==> src/capture_defines.vh <==
`ifndef CAPTURE_DEFINES_VH
`define CAPTURE_DEFINES_VH
// ----------------------------------------------------------------
// Register byte addresses
// ----------------------------------------------------------------
`define ADDR_CON1      4'h0
`define ADDR_CON2      4'h4
`define ADDR_BUF       4'h8
// ----------------------------------------------------------------
// Reset values
// ----------------------------------------------------------------
`define CON2_SYNC_RST  5'h0D
// ----------------------------------------------------------------
// Control one fields
// ----------------------------------------------------------------
`define C1_IDLE        13
`define C1_TB_HI       12
`define C1_TB_LO       10
`define C1_CPI_HI      6
`define C1_CPI_LO      5
`define C1_OV          4
`define C1_NE          3
`define C1_MODE_HI     2
`define C1_MODE_LO     0
// ----------------------------------------------------------------
// Control two fields
// ----------------------------------------------------------------
`define C2_CASC        8
`define C2_TRIG        7
`define C2_TSTAT       6
`define C2_SYNC_HI     4
`define C2_SYNC_LO     0
// ----------------------------------------------------------------
// Capture modes
// ----------------------------------------------------------------
`define MODE_OFF       3'h0
`define MODE_BOTH      3'h1
`define MODE_FALL      3'h2
`define MODE_RISE      3'h3
`define MODE_DIV4      3'h4
`define MODE_DIV16     3'h5
`define MODE_UNUSED    3'h6
`define MODE_WAKE      3'h7
// ----------------------------------------------------------------
// Timebase codes and misc counts
// ----------------------------------------------------------------
`define TB_SYSCLK      3'h7
`define TB_RSV_A       3'h6
`define TB_RSV_B       3'h5
`define SYNC_NONE      5'h00
`define DIV4_LAST      4'h3
`define DIV16_LAST     4'hF
`define FIFO_DEPTH     3'h4
`define CNT_MAX        16'hFFFF
`endif

==> src/capture_channel.v <==
// Overview of operation
// - Mode 011 rising, 010 falling edge capture.
// - Mode 100 every 4th, 101 every 16th rise.
// - Mode 001 both edges; interrupt every capture.
// - Mode 111 rising-edge wake pin in Sleep/Idle.
// - Modes 000 and 110 disable the channel.
// - Interrupt after 1 to 4 captures.
// - Not-empty flag shows unread FIFO data.
// - Overflow flag shows a lost capture.
// - Idle-halt bit stops channel in Idle.
// - Timebase selector picks counting source.
// - Cascade bit joins pair into 32 bits.
// - Even module follows odd module synchronously.
// - Cascaded sync holds counter until source enabled.
// - Trigger bit: start trigger or counter sync.
// - Trigger status set by hardware; zero holds counter.
// - Sync selector maps codes to sources.
// - Capture writes 16-bit counter into FIFO.
// - FIFO holds four captured values.
// - Selector 00000 with trigger: software trigger.
`include "capture_defines.vh"

module capture_channel (
   input  wire        MCLK,
   input  wire        SYS_RST,
   input  wire        PSEL,
   input  wire        PENABLE,
   input  wire        PWRITE,
   input  wire [3:0]  PADDR,
   input  wire [31:0] PWDATA,
   output reg  [31:0] PRDATA,
   output reg         PREADY,
   output reg         PSLVERR,
   input  wire        CAPTURE_INPUT_PIN,
   input  wire [7:0]  TB_TICK,
   input  wire [31:0] SYNC_EVENT,
   input  wire [31:0] SYNC_SRC_ON,
   input  wire        CPU_IDLE,
   input  wire        CPU_SLEEP,
   input  wire        HIGH_HALF,
   input  wire        CAS_WRAP_IN,
   input  wire        CAS_CAP_IN,
   output reg         CAS_WRAP_OUT,
   output reg         CAS_CAP_OUT,
   output reg         CAPTURE_IRQ,
   output reg         WAKE_IRQ
);

   // ----------------------------------------------------------------
   // Helpers
   // ----------------------------------------------------------------
   // Picks the line of a 32-wide source vector named by a selector code.
   function pick;
      input [31:0] vec;
      input [4:0]  code;
      begin
         pick = vec[code];
      end
   endfunction

   // ----------------------------------------------------------------
   // State
   // ----------------------------------------------------------------
   reg        idle_halt_control_r;
   reg [2:0]  timebase_selector_r;
   reg [1:0]  captures_per_interrupt_r;
   reg [2:0]  capture_mode_selector_r;
   reg        capture_overflow_flag_r;
   reg        cascade_control_r;
   reg        trigger_select_bit_r;
   reg        trigger_status_bit_r;
   reg [4:0]  sync_source_selector_r;
   reg [15:0] counter_r;
   reg        pin_d_r;
   reg [3:0]  presc_r;
   reg [1:0]  irq_cnt_r;
   reg [15:0] fifo_mem [0:3];
   reg [1:0]  wr_ptr_r;
   reg [1:0]  rd_ptr_r;
   reg [2:0]  fill_r;

   wire       fifo_not_empty_flag = (fill_r != 3'h0);
   wire       fifo_full = (fill_r == `FIFO_DEPTH);

   // ----------------------------------------------------------------
   // Bus decode
   // ----------------------------------------------------------------
   wire       acc_done = PSEL & PENABLE & PREADY;
   wire       acc_wait = PSEL & PENABLE & ~PREADY;
   wire       hit_con1 = (PADDR == `ADDR_CON1);
   wire       hit_con2 = (PADDR == `ADDR_CON2);
   wire       hit_buf = (PADDR == `ADDR_BUF);
   wire       mapped = hit_con1 | hit_con2 | hit_buf;
   wire       wr_con1 = acc_done & PWRITE & hit_con1;
   wire       wr_con2 = acc_done & PWRITE & hit_con2;
   wire       pop = acc_done & ~PWRITE & hit_buf & fifo_not_empty_flag;

   wire [15:0] con1_view = {2'h0, idle_halt_control_r, timebase_selector_r, 3'h0,
                            captures_per_interrupt_r, capture_overflow_flag_r,
                            fifo_not_empty_flag, capture_mode_selector_r};
   wire [15:0] con2_view = {7'h00, cascade_control_r, trigger_select_bit_r,
                            trigger_status_bit_r, 1'b0, sync_source_selector_r};

   // ----------------------------------------------------------------
   // Operating conditions
   // ----------------------------------------------------------------
   // The even half of a cascade counts wraps of the odd half and copies its events.
   wire       even_casc = cascade_control_r & HIGH_HALF;
   wire       halted = idle_halt_control_r & CPU_IDLE;
   wire       mode_on = (capture_mode_selector_r != `MODE_OFF) &
                        (capture_mode_selector_r != `MODE_UNUSED) &
                        (capture_mode_selector_r != `MODE_WAKE);
   wire       run = mode_on & ~halted;
   // The even half always runs synchronously, whatever its trigger bit says.
   wire       trig_mode = trigger_select_bit_r & ~even_casc;
   wire       sync_hit = (sync_source_selector_r != `SYNC_NONE) &
                         pick(SYNC_EVENT, sync_source_selector_r);
   wire       src_on = pick(SYNC_SRC_ON, sync_source_selector_r);
   // A cascade in sync mode waits for its source to be switched on.
   wire       casc_hold = cascade_control_r & ~trig_mode &
                          (sync_source_selector_r != `SYNC_NONE) & ~src_on;
   wire       trig_hold = trig_mode & ~trigger_status_bit_r;
   wire       tb_tick = (timebase_selector_r == `TB_SYSCLK) ? 1'b1 :
                        ((timebase_selector_r == `TB_RSV_A) |
                         (timebase_selector_r == `TB_RSV_B)) ? 1'b0 :
                        TB_TICK[timebase_selector_r];
   wire       step = even_casc ? CAS_WRAP_IN : tb_tick;

   // ----------------------------------------------------------------
   // Edge detection and capture events
   // ----------------------------------------------------------------
   wire       rise = CAPTURE_INPUT_PIN & ~pin_d_r;
   wire       fall = ~CAPTURE_INPUT_PIN & pin_d_r;
   reg        edge_ev;
   reg        cap_ev;

   // Chooses which edges count as a capture for the current mode.
   always @* begin
      edge_ev = 1'b0;
      cap_ev = 1'b0;
      case (capture_mode_selector_r)
         `MODE_BOTH: edge_ev = rise | fall;
         `MODE_FALL: edge_ev = fall;
         `MODE_RISE: edge_ev = rise;
         `MODE_DIV4: edge_ev = rise & (presc_r == `DIV4_LAST);
         `MODE_DIV16: edge_ev = rise & (presc_r == `DIV16_LAST);
         default: edge_ev = 1'b0;
      endcase
      if (run) begin
         cap_ev = even_casc ? CAS_CAP_IN : edge_ev;
      end
   end

   // Interrupt fires on the n-th capture; both-edge mode fires on each one.
   wire       irq_due = (capture_mode_selector_r == `MODE_BOTH) |
                        (irq_cnt_r == captures_per_interrupt_r);

   // ----------------------------------------------------------------
   // Capture FIFO storage
   // ----------------------------------------------------------------
   // Each slot loads the counter when it is the write target of an accepted capture.
   genvar gi;
   generate
      for (gi = 0; gi < 4; gi = gi + 1) begin : slot
         always @(posedge MCLK) begin
            if (cap_ev & ~fifo_full & (wr_ptr_r == gi)) begin
               fifo_mem[gi] <= counter_r;
            end
         end
      end
   endgenerate

   // ----------------------------------------------------------------
   // FIFO pointers, fill level and overflow
   // ----------------------------------------------------------------
   // Turning the mode off empties the queue and clears overflow; a capture still wins.
   always @(posedge MCLK or posedge SYS_RST) begin
      if (SYS_RST) begin
         wr_ptr_r <= 2'h0;
         rd_ptr_r <= 2'h0;
         fill_r <= 3'h0;
         capture_overflow_flag_r <= 1'b0;
      end else if (~mode_on & ~cap_ev) begin
         wr_ptr_r <= 2'h0;
         rd_ptr_r <= 2'h0;
         fill_r <= 3'h0;
         capture_overflow_flag_r <= 1'b0;
      end else begin
         if (cap_ev & ~fifo_full) begin
            wr_ptr_r <= wr_ptr_r + 2'h1;
         end
         if (pop) begin
            rd_ptr_r <= rd_ptr_r + 2'h1;
         end
         if ((cap_ev & ~fifo_full) & ~pop) begin
            fill_r <= fill_r + 3'h1;
         end else if (~(cap_ev & ~fifo_full) & pop) begin
            fill_r <= fill_r - 3'h1;
         end
         if (cap_ev & fifo_full) begin
            capture_overflow_flag_r <= 1'b1;
         end
      end
   end

   // ----------------------------------------------------------------
   // Counter, prescaler and edge history
   // ----------------------------------------------------------------
   // Counter clears when stopped, on a hold, or on a sync outside trigger mode; otherwise it steps on the timebase, or on partner wraps in an even half.
   always @(posedge MCLK or posedge SYS_RST) begin
      if (SYS_RST) begin
         counter_r <= 16'h0000;
         pin_d_r <= 1'b0;
         presc_r <= 4'h0;
         CAS_WRAP_OUT <= 1'b0;
         CAS_CAP_OUT <= 1'b0;
      end else begin
         pin_d_r <= CAPTURE_INPUT_PIN;
         CAS_CAP_OUT <= cap_ev;
         CAS_WRAP_OUT <= 1'b0;
         if (~run | casc_hold | trig_hold) begin
            counter_r <= 16'h0000;
         end else if (sync_hit & ~trig_mode) begin
            counter_r <= 16'h0000;
         end else if (step) begin
            counter_r <= counter_r + 16'h0001;
            CAS_WRAP_OUT <= (counter_r == `CNT_MAX);
         end
         if (~run) begin
            presc_r <= 4'h0;
         end else if (rise) begin
            presc_r <= (capture_mode_selector_r == `MODE_DIV4 && presc_r == `DIV4_LAST) ?
                       4'h0 : presc_r + 4'h1;
         end
      end
   end

   // ----------------------------------------------------------------
   // Control registers and trigger status
   // ----------------------------------------------------------------
   // Software writes the fields; a hardware trigger sets the status and beats a clear.
   always @(posedge MCLK or posedge SYS_RST) begin
      if (SYS_RST) begin
         idle_halt_control_r <= 1'b0;
         timebase_selector_r <= 3'h0;
         captures_per_interrupt_r <= 2'h0;
         capture_mode_selector_r <= `MODE_OFF;
         cascade_control_r <= 1'b0;
         trigger_select_bit_r <= 1'b0;
         trigger_status_bit_r <= 1'b0;
         sync_source_selector_r <= `CON2_SYNC_RST;
      end else begin
         if (wr_con1) begin
            idle_halt_control_r <= PWDATA[`C1_IDLE];
            timebase_selector_r <= PWDATA[`C1_TB_HI:`C1_TB_LO];
            captures_per_interrupt_r <= PWDATA[`C1_CPI_HI:`C1_CPI_LO];
            capture_mode_selector_r <= PWDATA[`C1_MODE_HI:`C1_MODE_LO];
         end
         if (wr_con2) begin
            cascade_control_r <= PWDATA[`C2_CASC];
            trigger_select_bit_r <= PWDATA[`C2_TRIG];
            sync_source_selector_r <= PWDATA[`C2_SYNC_HI:`C2_SYNC_LO];
         end
         if (trig_mode & sync_hit & run) begin
            trigger_status_bit_r <= 1'b1;
         end else if (wr_con2) begin
            trigger_status_bit_r <= PWDATA[`C2_TSTAT];
         end
      end
   end

   // ----------------------------------------------------------------
   // Interrupts
   // ----------------------------------------------------------------
   // Counts captures toward the interrupt and drives the one-cycle pulses.
   always @(posedge MCLK or posedge SYS_RST) begin
      if (SYS_RST) begin
         irq_cnt_r <= 2'h0;
         CAPTURE_IRQ <= 1'b0;
         WAKE_IRQ <= 1'b0;
      end else begin
         CAPTURE_IRQ <= 1'b0;
         WAKE_IRQ <= (capture_mode_selector_r == `MODE_WAKE) & rise &
                     (CPU_IDLE | CPU_SLEEP);
         if (~run) begin
            irq_cnt_r <= 2'h0;
         end else if (cap_ev) begin
            if (irq_due) begin
               irq_cnt_r <= 2'h0;
               CAPTURE_IRQ <= 1'b1;
            end else begin
               irq_cnt_r <= irq_cnt_r + 2'h1;
            end
         end
      end
   end

   // ----------------------------------------------------------------
   // APB slave
   // ----------------------------------------------------------------
   // One wait state; read data and error are loaded on the same edge that raises ready.
   always @(posedge MCLK or posedge SYS_RST) begin
      if (SYS_RST) begin
         PREADY <= 1'b0;
         PSLVERR <= 1'b0;
         PRDATA <= 32'h00000000;
      end else begin
         PREADY <= acc_wait;
         PSLVERR <= acc_wait & ~mapped;
         if (acc_wait & ~PWRITE) begin
            if (hit_con1) begin
               PRDATA <= {16'h0000, con1_view};
            end else if (hit_con2) begin
               PRDATA <= {16'h0000, con2_view};
            end else if (hit_buf) begin
               PRDATA <= {16'h0000, fifo_mem[rd_ptr_r]};
            end else begin
               PRDATA <= 32'h00000000;
            end
         end
      end
   end

endmodule // capture_channel

==> config.mk <==
export PLATFORM = sky130hd
export DESIGN_NAME = capture_channel
export DESIGN_NICKNAME = d
export VERILOG_FILES = /design/src/capture_channel.v
export VERILOG_INCLUDE_DIRS = /design/src /design/src/src
export SDC_FILE = /design/constraint.sdc
export NUM_CORES = 1
export LEC_CHECK = 0
export BUFFER_PORTS_ARGS = -buffer_cell sky130_fd_sc_hd__buf_2
export CAP_MARGIN = 20
export CORE_MARGIN = 2
export CORE_UTILIZATION = 58
export DETAILED_ROUTE_END_ITERATION = 7
export PLACE_DENSITY_LB_ADDON = 0.05
export SYNTH_ARGS = -nofsm -noshare
export SYNTH_HDL_FRONTEND = slang
export SYNTH_SLANG_ARGS = --single-unit
==> constraint.sdc <==
create_clock -name MCLK -period 5.65 [get_ports MCLK]
set_clock_uncertainty 0.2 [all_clocks]
set_input_delay 1.13 -clock MCLK [delete_from_list [all_inputs] [get_ports MCLK]]
set_output_delay 1.13 -clock MCLK [all_outputs]
set_load 0.03 [all_outputs]
# --- After elaboration in Yosys (flattened, before gate mapping) ---
# Memories as Yosys holds them, arrays and structs flattened.
# Cells that the tools add are included.
totals:
  mem_bits_rw: 64
  mem_count: 1
  elab_cells: 193
  regBits: 86
  input_bits: 119
  output_inout_bits: 38
op_classes:
  n_addsub: 7
  muxes: 58
  reduce_logical: 15
  order_cmp: 2
  eq_ne: 23
  bitwise: 64
memory_table:
  columns: ["memory", "depth", "word_bits", "rd", "rd_clocked_by_memory_dff", "wr", "line_no", "source"]
  rows:
  - ["fifo_mem", 4, 16, 1, 0, 1, "capture_channel.v:77", "reg [15:0] fifo_mem [0:3];"]
ops:
  columns: ["op", "n"]
  rows:
  - ["16-bit 2-to-1 mux", 9]
  - ["16-bit OR reduction", 3]
  - ["1-bit bitwise AND", 40]
  - ["1-bit 2-to-1 mux", 29]
  - ["3-bit == test (second input constant)", 7]
  - ["2-bit 2-to-1 mux", 10]
  - ["16-bit by 1-bit adder with 16-bit output (second input constant)", 1]
  - ["16-bit == test (second input constant)", 1]
  - ["1-bit NOT", 16]
  - ["4-bit 2-to-1 mux", 3]
  - ["3-bit nonzero test", 4]
  - ["1-bit binary-select mux with 5-bit select", 2]
  - ["3-bit 2-to-1 mux", 3]
  - ["4-bit == test (second input constant)", 2]
  - ["1-bit OR", 8]
  - ["2-bit nonzero test", 4]
  - ["2-bit by 1-bit adder with 2-bit output (second input constant)", 3]
  - ["3-bit by 2-bit == test with 1-bit output (second input constant)", 2]
  - ["5-bit by 6-bit less-than comparator with 1-bit output (second input constant)", 1]
  - ["3-bit != test (second input constant)", 2]
  - ["1-bit case mux with 5 select lines", 1]
  - ["5-bit nonzero test", 1]
  - ["4-bit by 1-bit adder with 4-bit output (second input constant)", 1]
  - ["2-bit == test (second input constant)", 2]
  - ["other kinds (13)", 14]

# --- Logic depth before layout (Yosys ltp) ---
# Gate-level depths: netlist (run 1).
logic_depth:
  ltp_word: 14
  ltp_mapped: 13

# --- Worst setup path after synthesis (run 1) ---
# No wires, ideal clock.
synth_path:
  kind: "input to register"
  startpoint: "input port CAPTURE_INPUT_PIN"
  endpoint: "memory fifo_mem[0][0], enable pin"
  t_required_ns: 5.061
  stages: 8
  slack_ns: 1.839
  t_arrival_ns: 3.222
  setup_ns: 0.389
  cell_sequence: "ha_1 -> clkbuf_1 -> nand2_1 -> a2111oi_4 -> o211ai_2 -> a211o_1 -> buf_6 -> nor2_1"
synth_between:
  elab_chain_cells: 14
  word_cells_on_any_way: 31
  classes_between: "mux: 17; bitwise: 11; reduce/logical: 3"
synth_rtl:
  columns: ["element", "line_no", "source"]
  rows:
  - ["from (decl)", "capture_channel.v:34", "input wire CAPTURE_INPUT_PIN,"]
  - ["1-bit NOT", "capture_channel.v:133", "wire fall = ~CAPTURE_INPUT_PIN & pin_d_r;"]
  - ["1-bit bitwise AND", "capture_channel.v:133", null]
  - ["1-bit OR", "capture_channel.v:142", "`MODE_BOTH: edge_ev = rise | fall;"]
  - ["1-bit case mux with 5 select lines (*)", "capture_channel.v:141", "case (capture_mode_selector_r)"]
  - ["1-bit 2-to-1 mux (*)", "capture_channel.v:150", "cap_ev = even_casc ? CAS_CAP_IN : edge_ev;"]
  - ["1-bit 2-to-1 mux (*)", "capture_channel.v:149", "if (run) begin"]
  - ["1-bit bitwise AND (*)", "capture_channel.v:166", "if (cap_ev & ~fifo_full & (wr_ptr_r == gi)) begin"]
  - ["1-bit bitwise AND", "capture_channel.v:166", null]
  - ["1-bit 2-to-1 mux", "capture_channel.v:166", null]
  - ["1-bit 2-to-1 mux (implied by the code)", "capture_channel.v:167", "fifo_mem[gi] <= counter_r;"]
  - ["16-bit OR reduction (no line)", null, null]
  - ["2-bit 2-to-1 mux (no line) or 1-bit 2-to-1 mux (tied branches) (3 in series)", null, null]
  - ["to (decl)", "capture_channel.v:77", null]
# Mark *: on every way between the ends. The rest lies on a longest branch, timed or not.

# --- Final worst setup path (run 1) ---
layout_path:
  startpoint: "input port CAPTURE_INPUT_PIN"
  endpoint: "register fill_r[1]"
layout_between:
  elab_chain_cells: 10
  word_cells_on_any_way: 18
  classes_between: "mux: 5; bitwise: 12; reduce/logical: 1"
layout_rtl:
  columns: ["element", "line_no", "source"]
  rows:
  - ["1-bit NOT", "capture_channel.v:133", null]
  - ["1-bit bitwise AND", "capture_channel.v:133", null]
  - ["1-bit OR", "capture_channel.v:142", null]
  - ["1-bit case mux with 5 select lines (*)", "capture_channel.v:141", null]
  - ["1-bit 2-to-1 mux (*)", "capture_channel.v:150", null]
  - ["1-bit 2-to-1 mux (*)", "capture_channel.v:149", null]
  - ["1-bit bitwise AND", "capture_channel.v:195, capture_channel.v:197", null]
  - ["1-bit bitwise AND or 1-bit NOT (tied branches)", "capture_channel.v:195, capture_channel.v:197", null]
  - ["3-bit 2-to-1 mux or 1-bit bitwise AND (tied branches)", "capture_channel.v:195, capture_channel.v:197", null]
  - ["3-bit 2-to-1 mux or 3-bit nonzero test (tied branches)", null, null]
  - ["to (signal assigned)", "capture_channel.v:196", "fill_r <= fill_r + 3'h1;"]
  - ["to (signal assigned)", "capture_channel.v:198", "fill_r <= fill_r - 3'h1;"]
  - ["to (decl)", "capture_channel.v:80", "reg [2:0] fill_r;"]
# Marked as above.
# A chain may end at the register's enable or synchronous reset.

==> summary.md, run 1 <==
| Metric | Value |
|---|---|
| Number of flops mapped to enable cells by yosys | 64 |
| Syn_area_per_cell | 12.8 µm² |
| Worst-Skew Late Latency | 430 ps |
| Required @ worst endpoint | 5800 ps |
| Worst hold path startpoint | PRDATA[8] |
| Delay of the slowest critical-path stage | 480 ps |
| Layout Utilization | 0.711 |
| Reg-to-Reg End | CAS_WRAP_OUT |
| CTS Buf Count | 17 |
| CTS tree | built |
| Detailed Place HPWL | 10400 µm |
| H-tree levels | 4 |
| Rows | 38 |
| Largest net degree at the start of global routing | 47 |
| Die Span Y | 111 µm |
| Unrepaired setup endpoints after global routing | false |
| Setup TNS | 0 ps |
| Final hold vios | 0 |
| Yosys warns | 0 |
| Maximum vdd drop | 0.238 mV |
| CP cell instances | buf_2 > ha_1 > nand2_1 > a2111oi_4 > o211ai_2 > a211o_1 > nor2_1 > fa_1 > or3_1 > mux2i_1 |
| Synth Area in Compound Gates | 0.0665 |
| Per-cell routed wire length | 18.6 µm |
| Worst Hold Path EP | PRDATA[8] |
| Post-CTS setup buffers | 0 |
| # hold bufs at CTS | 0 |
| Vias post-DR | 4468 |
| Initial drt markers | 245 |
| Synth Cell Area | 0.00659 mm² |
| Leak pwr | 3.16 nW |
| Yosys reg bits | 134 |
| Vias in the first global route | 4528 |
| Most frequent cells in the layout | buf_2 (117), dfrtp_1 (67), edfxtp_1 (64), nor2_1 (45), nand2_1 (37) |
| Fin. max-slew vios | 0 |
| Routed wire length | 14600 µm |
| Starting Density | 0.600 |
| Root buf cell | clkbuf_16 |
| DRT Pass-1 Iters | 4 |
| Worst slew margin | 0.389 |
| Crit path launch type | primary input |
| Post-Synth Simple-Gate Area | 0.128 |
| Core Box Area | 0.0110 mm² |
| Worst reg2reg startpoint | sync_source_selector_r[1] |
| Clk buf depth | 2 |
| Sinks on Clock Net | 134 |
| PortBufs | 117 |
| Final GP Congestion | 0.894 |
| FF-to-FF path depth | 6 |
| Total GRT Usage | 0.253 |
| Ys async rst share | 0.522 |
| Reg-to-reg slack, setup | 2260 ps |
| Initial antenna violation count | 0 |
| Fin crit period | 3650 ps |
| Number of routed nets with antenna violations | 0 |
| Largest family of logic cells by synthesized area | multiplexers |
| Total die area | 0.0122 mm² |
| Post-DR vias/cell | 5.70 |
| Critical path origin | CAPTURE_INPUT_PIN |
| Area growth syn-to-layout | 18.5% |
| Max Cap Viol | 0 |
| Crit-path max FO | 9 |
| CP top delay family | compound AO/OA/AOI/OAI gates |
| # DRC | 0 |
| # setup viols final | 0 |
| Diode count | 0 |
| Fraction of layout cells with a size suffix above 1 | 0.328 |
| Multiplexer share of the synthesized area | 0.153 |
| Sequential element share of the synthesized area | 0.558 |
| Setup crit end kind | register |
| Power Density | 325 mW/mm² |
| Worst Max-Slew Pin Slew | 914 ps |
| Layout net count | 759 |
| XOR/XNOR Fraction of Synth Area | 0.0291 |
| Status | finished, final reports clean |
| WP data arrival | 3800 ps |
| WS Path Type | primary input to register |
| Crit-path slowest cell | a211o_1 |
| HP Class | register to register |
| Clock transition at path regs | 60 ps |
| Synth cell types | 62 |
| Chip Width | 111 µm |
| Cts repair resizes | 0 |
| Cell depth of the worst hold path | 2 |
| I/O pin total | 157 |
| Mapped Cells | 513 |
| First-pass GRT wire length | 23700 µm |
| Worst path buffer plus inverter count | 1 |
| Crit share post-route | 0.646 |
| Commonest non-fill, non-tap cell in the layout | buf_2 |
| Grt total ovfl | 0 |
| Number of fillers in the final layout | 776 |
| Fmax | 0.274 GHz |
| Synth Area in Adders | 0.0182 |
| Top_reg_cell synth | dfrtp_1 |
-- sequential cells by signal, summed over array words and instances (netlist names), 3 cells and up --
| register | cells |
|---|---|
| fifo_mem | 64 |
| PRDATA | 16 |
| fill_r | 3 |
| sync_source_selector_r | 5 |
| capture_mode_selector_r | 3 |
| presc_r | 4 |
| counter_r | 16 |
| timebase_selector_r | 3 |
-- per-stage QoR --
| stage | setup WS (ps) | instance area [µm²] | total power (W) | hold slack, ps | std cells |
|---|---|---|---|---|---|
| 6_report | 2000 | 7810 | 0.00253 | 281 | 784 |
| 5_1_grt | 1850 | 7810 | 0.00265 | 315 | 784 |
| 4_1_cts | 2020 | 7760 | 0.00255 | 283 | 782 |
| 3_5_place_dp | 1590 | 7210 | 0.00155 | 269 | 750 |
| 3_3_place_gp | 1660 | 7210 | 0.00152 | 262 | 750 |
| 2_1_floorplan | 1840 | 6640 | 0.00143 | 257 | 528 |
-- report_power, final --
group,internal [W],switching [W],leakage [nW]
Clock,0.000570,0.000433,0.272
Combinational,0.000163,0.000215,1.46
Sequential,0.00109,0.0000629,1.43
Total,0.00182,0.000710,3.16
-- layout make-up --
type | count | area (µm²) | share of cell area
Timing Repair Buffer | 126 | 686 | 0.0878
Sequential cell | 134 | 3680 | 0.471
Multi-Input combinational cell | 335 | 2660 | 0.341
Tap cell | 140 | 175 | 0.0224
Clock buffer | 17 | 425 | 0.0545
Clock inverter | 15 | 121 | 0.0155
Inverter | 17 | 63.8 | 0.00817
-- Yosys cell counts, types with 3 or more instances --
library cell  instances  area [µm²]
a21oi_1               5        25.0
a22o_1                8        70.1
and2_1                4        25.0
buf_2                 8        40.0
buf_4                16         120
clkbuf_1             14        52.6
dfrtp_1              67        1680
dfstp_2               3        78.8
edfxtp_1             64        1920
ha_1                  8         100
inv_1                17        63.8
mux2_2               12         135
mux2i_1              24         240
mux4_2               28         631
nand2_1              37         139
nand2b_1             11        68.8
nand3_1              11        55.1
nand4_1               6        37.5
nor2_1               45         169
nor2b_1               7        43.8
nor3_1               16        80.1
nor3b_1               4        30.0
nor4_1                3        18.8
nor4b_1               4        35.0
o21ai_0              22         110
or3_1                 5        31.3
xnor2_1              17         149
xor2_1                3        26.3
-- worst max path at each step --
stage | depth (start not counted) | to | slack (ps)
6_report | 10 | fill_r[1] | 2000
3_3_place_gp | 10 | fill_r[1] | 1660
3_5_place_dp | 10 | fill_r[1] | 1590
4_1_cts | 10 | fill_r[1] | 2020
2_1_floorplan | 8 | fifo_mem[0][0] | 1840
5_1_grt | 10 | fill_r[1] | 1850
-- worst register-to-register path, delay by kind of cell, from the launching register on --
family,cells,cell delay (ps)
AND/OR/NAND/NOR,3,740
AO/OA/AOI/OAI,2,790
flip-flops,1,920
multiplexers,1,620
-- kinds of logic (layout without fill, tap and decap cells) --
logic type / count (synthesis) / count (layout)
fa+ha+maj: 9 / 9
mux: 64 / 64
flops: 134 / 134
buf+inv: 59 / 175
xor+xnor: 21 / 21
simple gates: 166 / 166
other cells: 1 / 16
compound gates: 59 / 59
-- metal layers --
layer / GRT usage / share of wire
met5: 0 / 0
met1: 0.315 / 0.40
met3: 0.0692 / 0.061
met4: 0.0800 / 0.016
met2: 0.431 / 0.52
Note: power is estimated with default switching activity, not from simulation.
==> inputs of run 2 (changes only) <==
- CORE_UTILIZATION: 58 -> 54
- clock period: 5.65 -> 3.7 ns (I/O delays scaled with it)
==> run 2 against run 1 <==
Final area grew 0.95%; critical path type is now register to register; wire length increased by 0.36%; largest cell class unchanged; total power rose by 58%; combinational power is 52% higher; via count down 0.56%; global-route usage down 1.8 points; non-clock buffer count rose by 7; critical path depth down 2; sequential power is 53% higher; critical endpoint unchanged.
==> summary.md, run 2 (synthesis gave the netlist of run 1 again) <==
| Metric | Value |
|---|---|
| I/O pin total | 157 (unchanged) |
| CP top delay family | simple AND/OR/NAND/NOR gates |
| Initial antenna violation count | 0 (unchanged) |
| Per-cell routed wire length | 18.3 µm (-1.4%) |
| HP Class | primary input to register |
| Number of routed nets with antenna violations | 0 (unchanged) |
| Reg-to-reg slack, setup | 610 ps (-1650 ps) |
| Pwr Total | 0.00401 W (+58%) |
| WS Path Type | register to register |
| Final GP Congestion | 0.841 (-6.0%) |
| Maximum vdd drop | 0.316 mV (+33%) |
| Cts repair resizes | 0 (unchanged) |
| Clock transition at path regs | 60 ps (about the same) |
| Placed cells | 766 (+2.1%) |
| Routed wire length | 14600 µm (+0.36%) |
| # setup viols final | 0 (unchanged) |
| First-pass GRT wire length | 22700 µm (-4.0%) |
| Fmax | 0.323 GHz |
| Die Span Y | 114 µm (+3.5%) |
| Vias post-DR | 4443 (-0.56%) |
| Core Box Area | 0.0120 mm² (+8.9%) |
| Diode count | 0 (unchanged) |
| Worst-Skew Late Latency | 420 ps (about the same) |
| Total GRT Usage | 0.234 (-0.0183) |
| PortBufs | 117 (unchanged) |
| Layout Utilization | 0.659 (-0.0520) |
| Setup crit end kind | register |
| Worst reg2reg startpoint | capture_mode_selector_r[0] |
| Status | finished, final reports clean |
| Setup TNS | 0 ps (unchanged) |
| Delay of the slowest critical-path stage | 480 ps (about the same) |
| Worst Slack Setup Final | 608 ps (-1390 ps) |
| Metal-1 WL | 5830 µm (-0.66%) |
| Crit path launch type | register |
| DRT Pass-1 Iters | 5 (+1) |
| Register with the most flip-flops | fifo_mem |
| Largest net degree at the start of global routing | 38 (-19%) |
| Unrepaired setup endpoints after global routing | false |
| Met3 WL | 898 µm (+1.6%) |
| Cell depth of the worst hold path | 1 (-1) |
| Max FFs per register | 64 (unchanged) |
| Post-DR vias/cell | 5.57 (-2.3%) |
| Sinks on Clock Net | 134 (unchanged) |
| Crit-path slowest cell | dfrtp_1 |
| WP data arrival | 3230 ps (-570 ps) |
| Crit-path max FO | 10 (+1) |
| Top Registers | fifo_mem x64, PRDATA x16, counter_r x16 |
| CTS Buf Count | 17 (unchanged) |
| # hold bufs at CTS | 0 (unchanged) |
| FF-to-FF path depth | 8 (+2) |
| Power Density | 509 mW/mm² (+57%) |
| Starting Density | 0.551 (-0.0491) |
| Placement Setup Slack | 220 ps (-1370 ps) |
| Grt total ovfl | 0 (unchanged) |
| Worst slew margin | 0.445 (+0.0566) |
| Worst Max-Slew Pin Slew | 831 ps (-82.7 ps) |
| Highest Signal Layer | met4 |
| CTS tree | built |
| Root buf cell | clkbuf_16 |
| Clk buf depth | 2 (unchanged) |
| Fin. max-slew vios | 0 (unchanged) |
| Fin crit period | 3090 ps |
| Crit share post-route | 0.836 |
| Area growth syn-to-layout | 19.7% |
| Worst hold path startpoint | CAPTURE_INPUT_PIN |
| CP cell instances | or3_4 > a2111oi_4 > o211ai_2 > a211o_1 > nor2_1 > fa_1 > or3_1 > mux2i_1 |
| Layout Cells excl Fill | 798 (+1.8%) |
| Leak pwr | 3.20 nW (+1.3%) |
| Commonest non-fill, non-tap cell in the layout | buf_2 |
| Vias in the first global route | 4440 (-1.9%) |
| Initial drt markers | 150 (-39%) |
| Chip Width | 114 µm (+3.5%) |
| Met2 wire length | 7620 µm (+0.14%) |
| H-tree levels | 4 (unchanged) |
| Fraction of layout cells with a size suffix above 1 | 0.335 (+0.00723) |
| Worst path buffer plus inverter count | 0 (-1) |
| Layout net count | 766 (+0.92%) |
| # DRC | 0 (unchanged) |
| Total die area | 0.0131 mm² (+7.1%) |
| Required @ worst endpoint | 3830 ps (-1970 ps) |
| Most frequent cells in the layout | buf_2 (117), dfrtp_1 (67), edfxtp_1 (64), nor2_1 (45), nand2_1 (37) |
| Reg-to-Reg End | fill_r[1] |
| Rows | 40 (+5.3%) |
| Worst Hold Path EP | pin_d_r |
| Detailed Place HPWL | 10600 µm (+1.9%) |
| Max Cap Viol | 0 (unchanged) |
| Final hold vios | 0 (unchanged) |
| Post-CTS setup buffers | 0 (unchanged) |
run 2: cell types whose count changed in the layout (fill, tap and decap cells not counted):
cell        before  now
clkinv_2         3    2
buf_12           1    0
inv_4            1    0
buf_16           1    0
clkinvlp_4       1    2
bufinv_16        0    2
buf_4            7   16
inv_8            2    1
clkinv_4         5    1
inv_6            3    7
run 2: layout make-up:
class | count | area [µm²]
clock inverter | 15 | 166
fill | 897 | 4080
inverter | 17 | 63.8
tap | 147 | 184
sequential | 134 | 3680
multi-input combinational | 335 | 2660
clock buffer | 17 | 425
timing repair buffer | 133 | 706
run 2: worst max path at each step:
stage	start	endpoint	cells past startpoint
global placement	CAPTURE_INPUT_PIN	fill_r[1]	10
floorplan	CAPTURE_INPUT_PIN	fifo_mem[0][0]	8
finish	capture_mode_selector_r[0]	fill_r[1]	8
CTS	capture_mode_selector_r[0]	fill_r[1]	8
detailed placement	CAPTURE_INPUT_PIN	fill_r[1]	10
global route	pin_d_r	fill_r[1]	10
run 2: report_power, final:
| group | leakage (nW) | switching (W) | internal (W) |
|---|---|---|---|
| registers | 1.43 | 0.0000944 | 0.00167 |
| logic | 1.49 | 0.000324 | 0.000250 |
| clock network | 0.288 | 0.000666 | 0.00101 |
run 2: stage by stage:
step,hold slack [ps],instance area [µm²]
after global placement,264,7290
after CTS,239,7880
after floorplan,257,6640
final,268,7880
after detailed placement,271,7290
after global routing,251,7880
run 2: routing by layer:
metal / vias up / GRT usage
met3: 20 / 0.0561
met2: 151 / 0.405
met1: 2164 / 0.284
met5: - / 0
li1: 2108 / -
met4: 0 / 0.0927
run 2: worst register-to-register path, cell delays in order, from the launching register on:
cell	delay, ps
dfrtp_1	480
or3_4	420
a2111oi_4	350
o211ai_2	130
a211o_1	330
nor2_1	160
fa_1	430
or3_1	380
mux2i_1	130
==> inputs of run 3 (changes only) <==
- CORE_UTILIZATION: 54 -> 49
- clock period: 3.7 -> 2.5 ns (I/O delays scaled with it)
==> run 3 against run 2 <==
The run now ends with setup timing left; via count rose by 6.4%; final area is 11% higher; core utilization increased by 0.27 points; setup slack worse by 900 ps; critical endpoint unchanged; largest power group unchanged.
==> summary.md, run 3 (synthesis gave the netlist of run 1 again) <==
| Metric | Value |
|---|---|
| Crit path launch type | register |
| CP cell instances | or3_4 > a2111oi_4 > o211ai_2 > a211o_1 > nor2_4 > fa_1 > or3_1 > mux2i_1 |
| Number of fillers in the final layout | 998 (+11%) |
| Leak pwr | 3.56 nW (+11%) |
| Placed cells | 843 (+10%) |
| H-tree levels | 4 (unchanged) |
| Clock transition at path regs | 60 ps (about the same) |
| Layout Utilization | 0.662 (+0.00265) |
| Fin. max-slew vios | 0 (unchanged) |
| Setup crit end kind | register |
| Fraction of layout cells with a size suffix above 1 | 0.427 (+0.0925) |
| Fin crit period | 2790 ps (-304 ps) |
| Core Box Area | 0.0132 mm² (+10%) |
| Unrepaired setup endpoints after global routing | true |
| Per-cell routed wire length | 17.6 µm (-3.9%) |
| Diode count | 0 (unchanged) |
| Worst Slack Setup Final | -288 ps (-896 ps) |
| WS Path Type | register to register |
| Crit-path max FO | 2 (-8) |
| WP data arrival | 2920 ps (-310 ps) |
| Delay of the slowest critical-path stage | 410 ps (-70 ps) |
| Total GRT Usage | 0.230 (-0.00384) |
| Multi-input gate area in the final layout | 0.00286 mm² (+7.5%) |
| Routed wire length | 15600 µm (+6.6%) |
| Chip Width | 120 µm (+4.8%) |
| Layout Cells excl Fill | 885 (+11%) |
| Detailed Place HPWL | 11500 µm (+8.6%) |
| Commonest non-fill, non-tap cell in the layout | buf_2 |
| CP top delay family | simple AND/OR/NAND/NOR gates |
| PortBufs | 117 (unchanged) |
| Crit share post-route | 1.12 (+0.279) |
| CTS tree | built |
| Post-DR vias/cell | 5.34 (-4.0%) |
| Failing checks | setup timing |
| Max FFs per register | 64 (unchanged) |
| Max Cap Viol | 0 (unchanged) |
| I/O pin total | 157 (unchanged) |
| Worst hold path startpoint | CAPTURE_INPUT_PIN |
| Top Registers | fifo_mem x64, PRDATA x16, counter_r x16 |
| Die Span Y | 120 µm (+4.8%) |
| Register area | 0.00368 mm² (about the same) |
| Largest net degree at the start of global routing | 52 (+37%) |
| Starting Density | 0.499 (-0.0513) |
| Grt total ovfl | 0 (unchanged) |
| Clk buf depth | 2 (unchanged) |
| Initial antenna violation count | 0 (unchanged) |
| Hold WS | 55.0 ps (-213 ps) |
| Root buf cell | clkbuf_16 |
| Number of routed nets with antenna violations | 0 (unchanged) |
| Worst path buffer plus inverter count | 0 (unchanged) |
| Total die area | 0.0144 mm² (+9.8%) |
| DRT Pass-1 Iters | 5 (unchanged) |
| First-pass GRT wire length | 25100 µm (+10%) |
| Final hold vios | 0 (unchanged) |
| Sinks on Clock Net | 134 (unchanged) |
| Worst reg2reg startpoint | presc_r[3] |
| HP Class | primary input to register |
| Required @ worst endpoint | 2640 ps (-1190 ps) |
| Area growth syn-to-layout | 32.5% |
| Worst slew margin | 0.608 (+0.163) |
| Vias in the first global route | 4804 (+8.2%) |
| Status | complete, but fails checks |
| Register with the most flip-flops | fifo_mem |
| Final GP Congestion | 0.857 (+1.9%) |
| Worst-Skew Late Latency | 410 ps (about the same) |
| Fmax | 0.359 GHz (+11%) |
| Vias post-DR | 4729 (+6.4%) |
| # setup viols final | 83 (+83) |
| Power Density | 706 mW/mm² (+39%) |
| CTS Buf Count | 17 (unchanged) |
| Rows | 42 (+5.0%) |
| # DRC | 0 (unchanged) |
| Critical path origin | presc_r[3] |
| Layout net count | 824 (+7.6%) |
| Crit-path slowest cell | fa_1 |
| Placement Setup Slack | -507 ps (-728 ps) |
| Maximum vdd drop | 0.485 mV (+53%) |
| Most frequent cells in the layout | buf_2 (117), dfrtp_1 (66), edfxtp_1 (64), buf_4 (56), nand2_1 (36) |
| Initial drt markers | 305 (+100%) |
| Worst Max-Slew Pin Slew | 587 ps (-244 ps) |
==> run 3: changes by cell type in the layout (fill, tap and decap cells not counted), sizes merged <==
| cell | previous run | this run |
|---|---|---|
| buf | 133 | 190 |
| bufinv | 2 | 0 |
| clkbuf | 17 | 20 |
| clkinv | 3 | 2 |
| dlygate4sd3 | 0 | 1 |
==> run 3: metrics by stage <==
stage / total power [W] / TNS (ps) / area (µm²)
2_1_floorplan: 0.00327 / -12250 / 6720
3_3_place_gp: 0.00365 / -18940 / 7850
3_5_place_dp: 0.00369 / -22170 / 7850
4_1_cts: 0.00619 / -9980 / 8660
5_1_grt: 0.00645 / -17720 / 8730
6_report: 0.00616 / -10330 / 8730
==> run 3: per-layer routing <==
metal	global-route usage	vias up	share of wire
li1	-	2239	-
met1	0.299	2318	0.41
met2	0.387	155	0.52
met3	0.0599	17	0.058
met4	0.0596	0	0.011
met5	0	-	0
==> run 3: report_power, final <==
part           internal, W  switching [W]
clock              0.00142       0.000981
sequential         0.00246       0.000113
combinational     0.000562       0.000624
==> run 3: cell type report <==
type	instances	share of cell area
inverters	17	0.00731
clock inverters	12	0.0118
well taps	176	0.0252
repair buffers	191	0.152
flip-flops and latches	134	0.422
multi-input cells	335	0.328
clock buffers	20	0.0549
==> run 3: timing repair <==
item | 4_1_cts | 5_1_grt
endpoints found under the setup margin | 84 | 86
pin swaps | 9 | 10
hold buffers | 1 | 0
buffers inserted | 10 | 0
cloned | 2 | 0
resized for setup | 16 | 28
hold endpoints to repair | 19 | 0
==> run 3: path summary, 6_finish.rpt <==
path | endpoint | slack, ps | cells past startpoint
max | fill_r[1] | -290 | 8
max reg2reg | fill_r[1] | -290 | 8
min reg2reg | PRDATA[2] | 280 | 2
max in group asynchronous | sync_source_selector_r[3] | 950 | 4
min in group asynchronous | wr_ptr_r[0] | 460 | 3
min | pin_d_r | 50 | 1
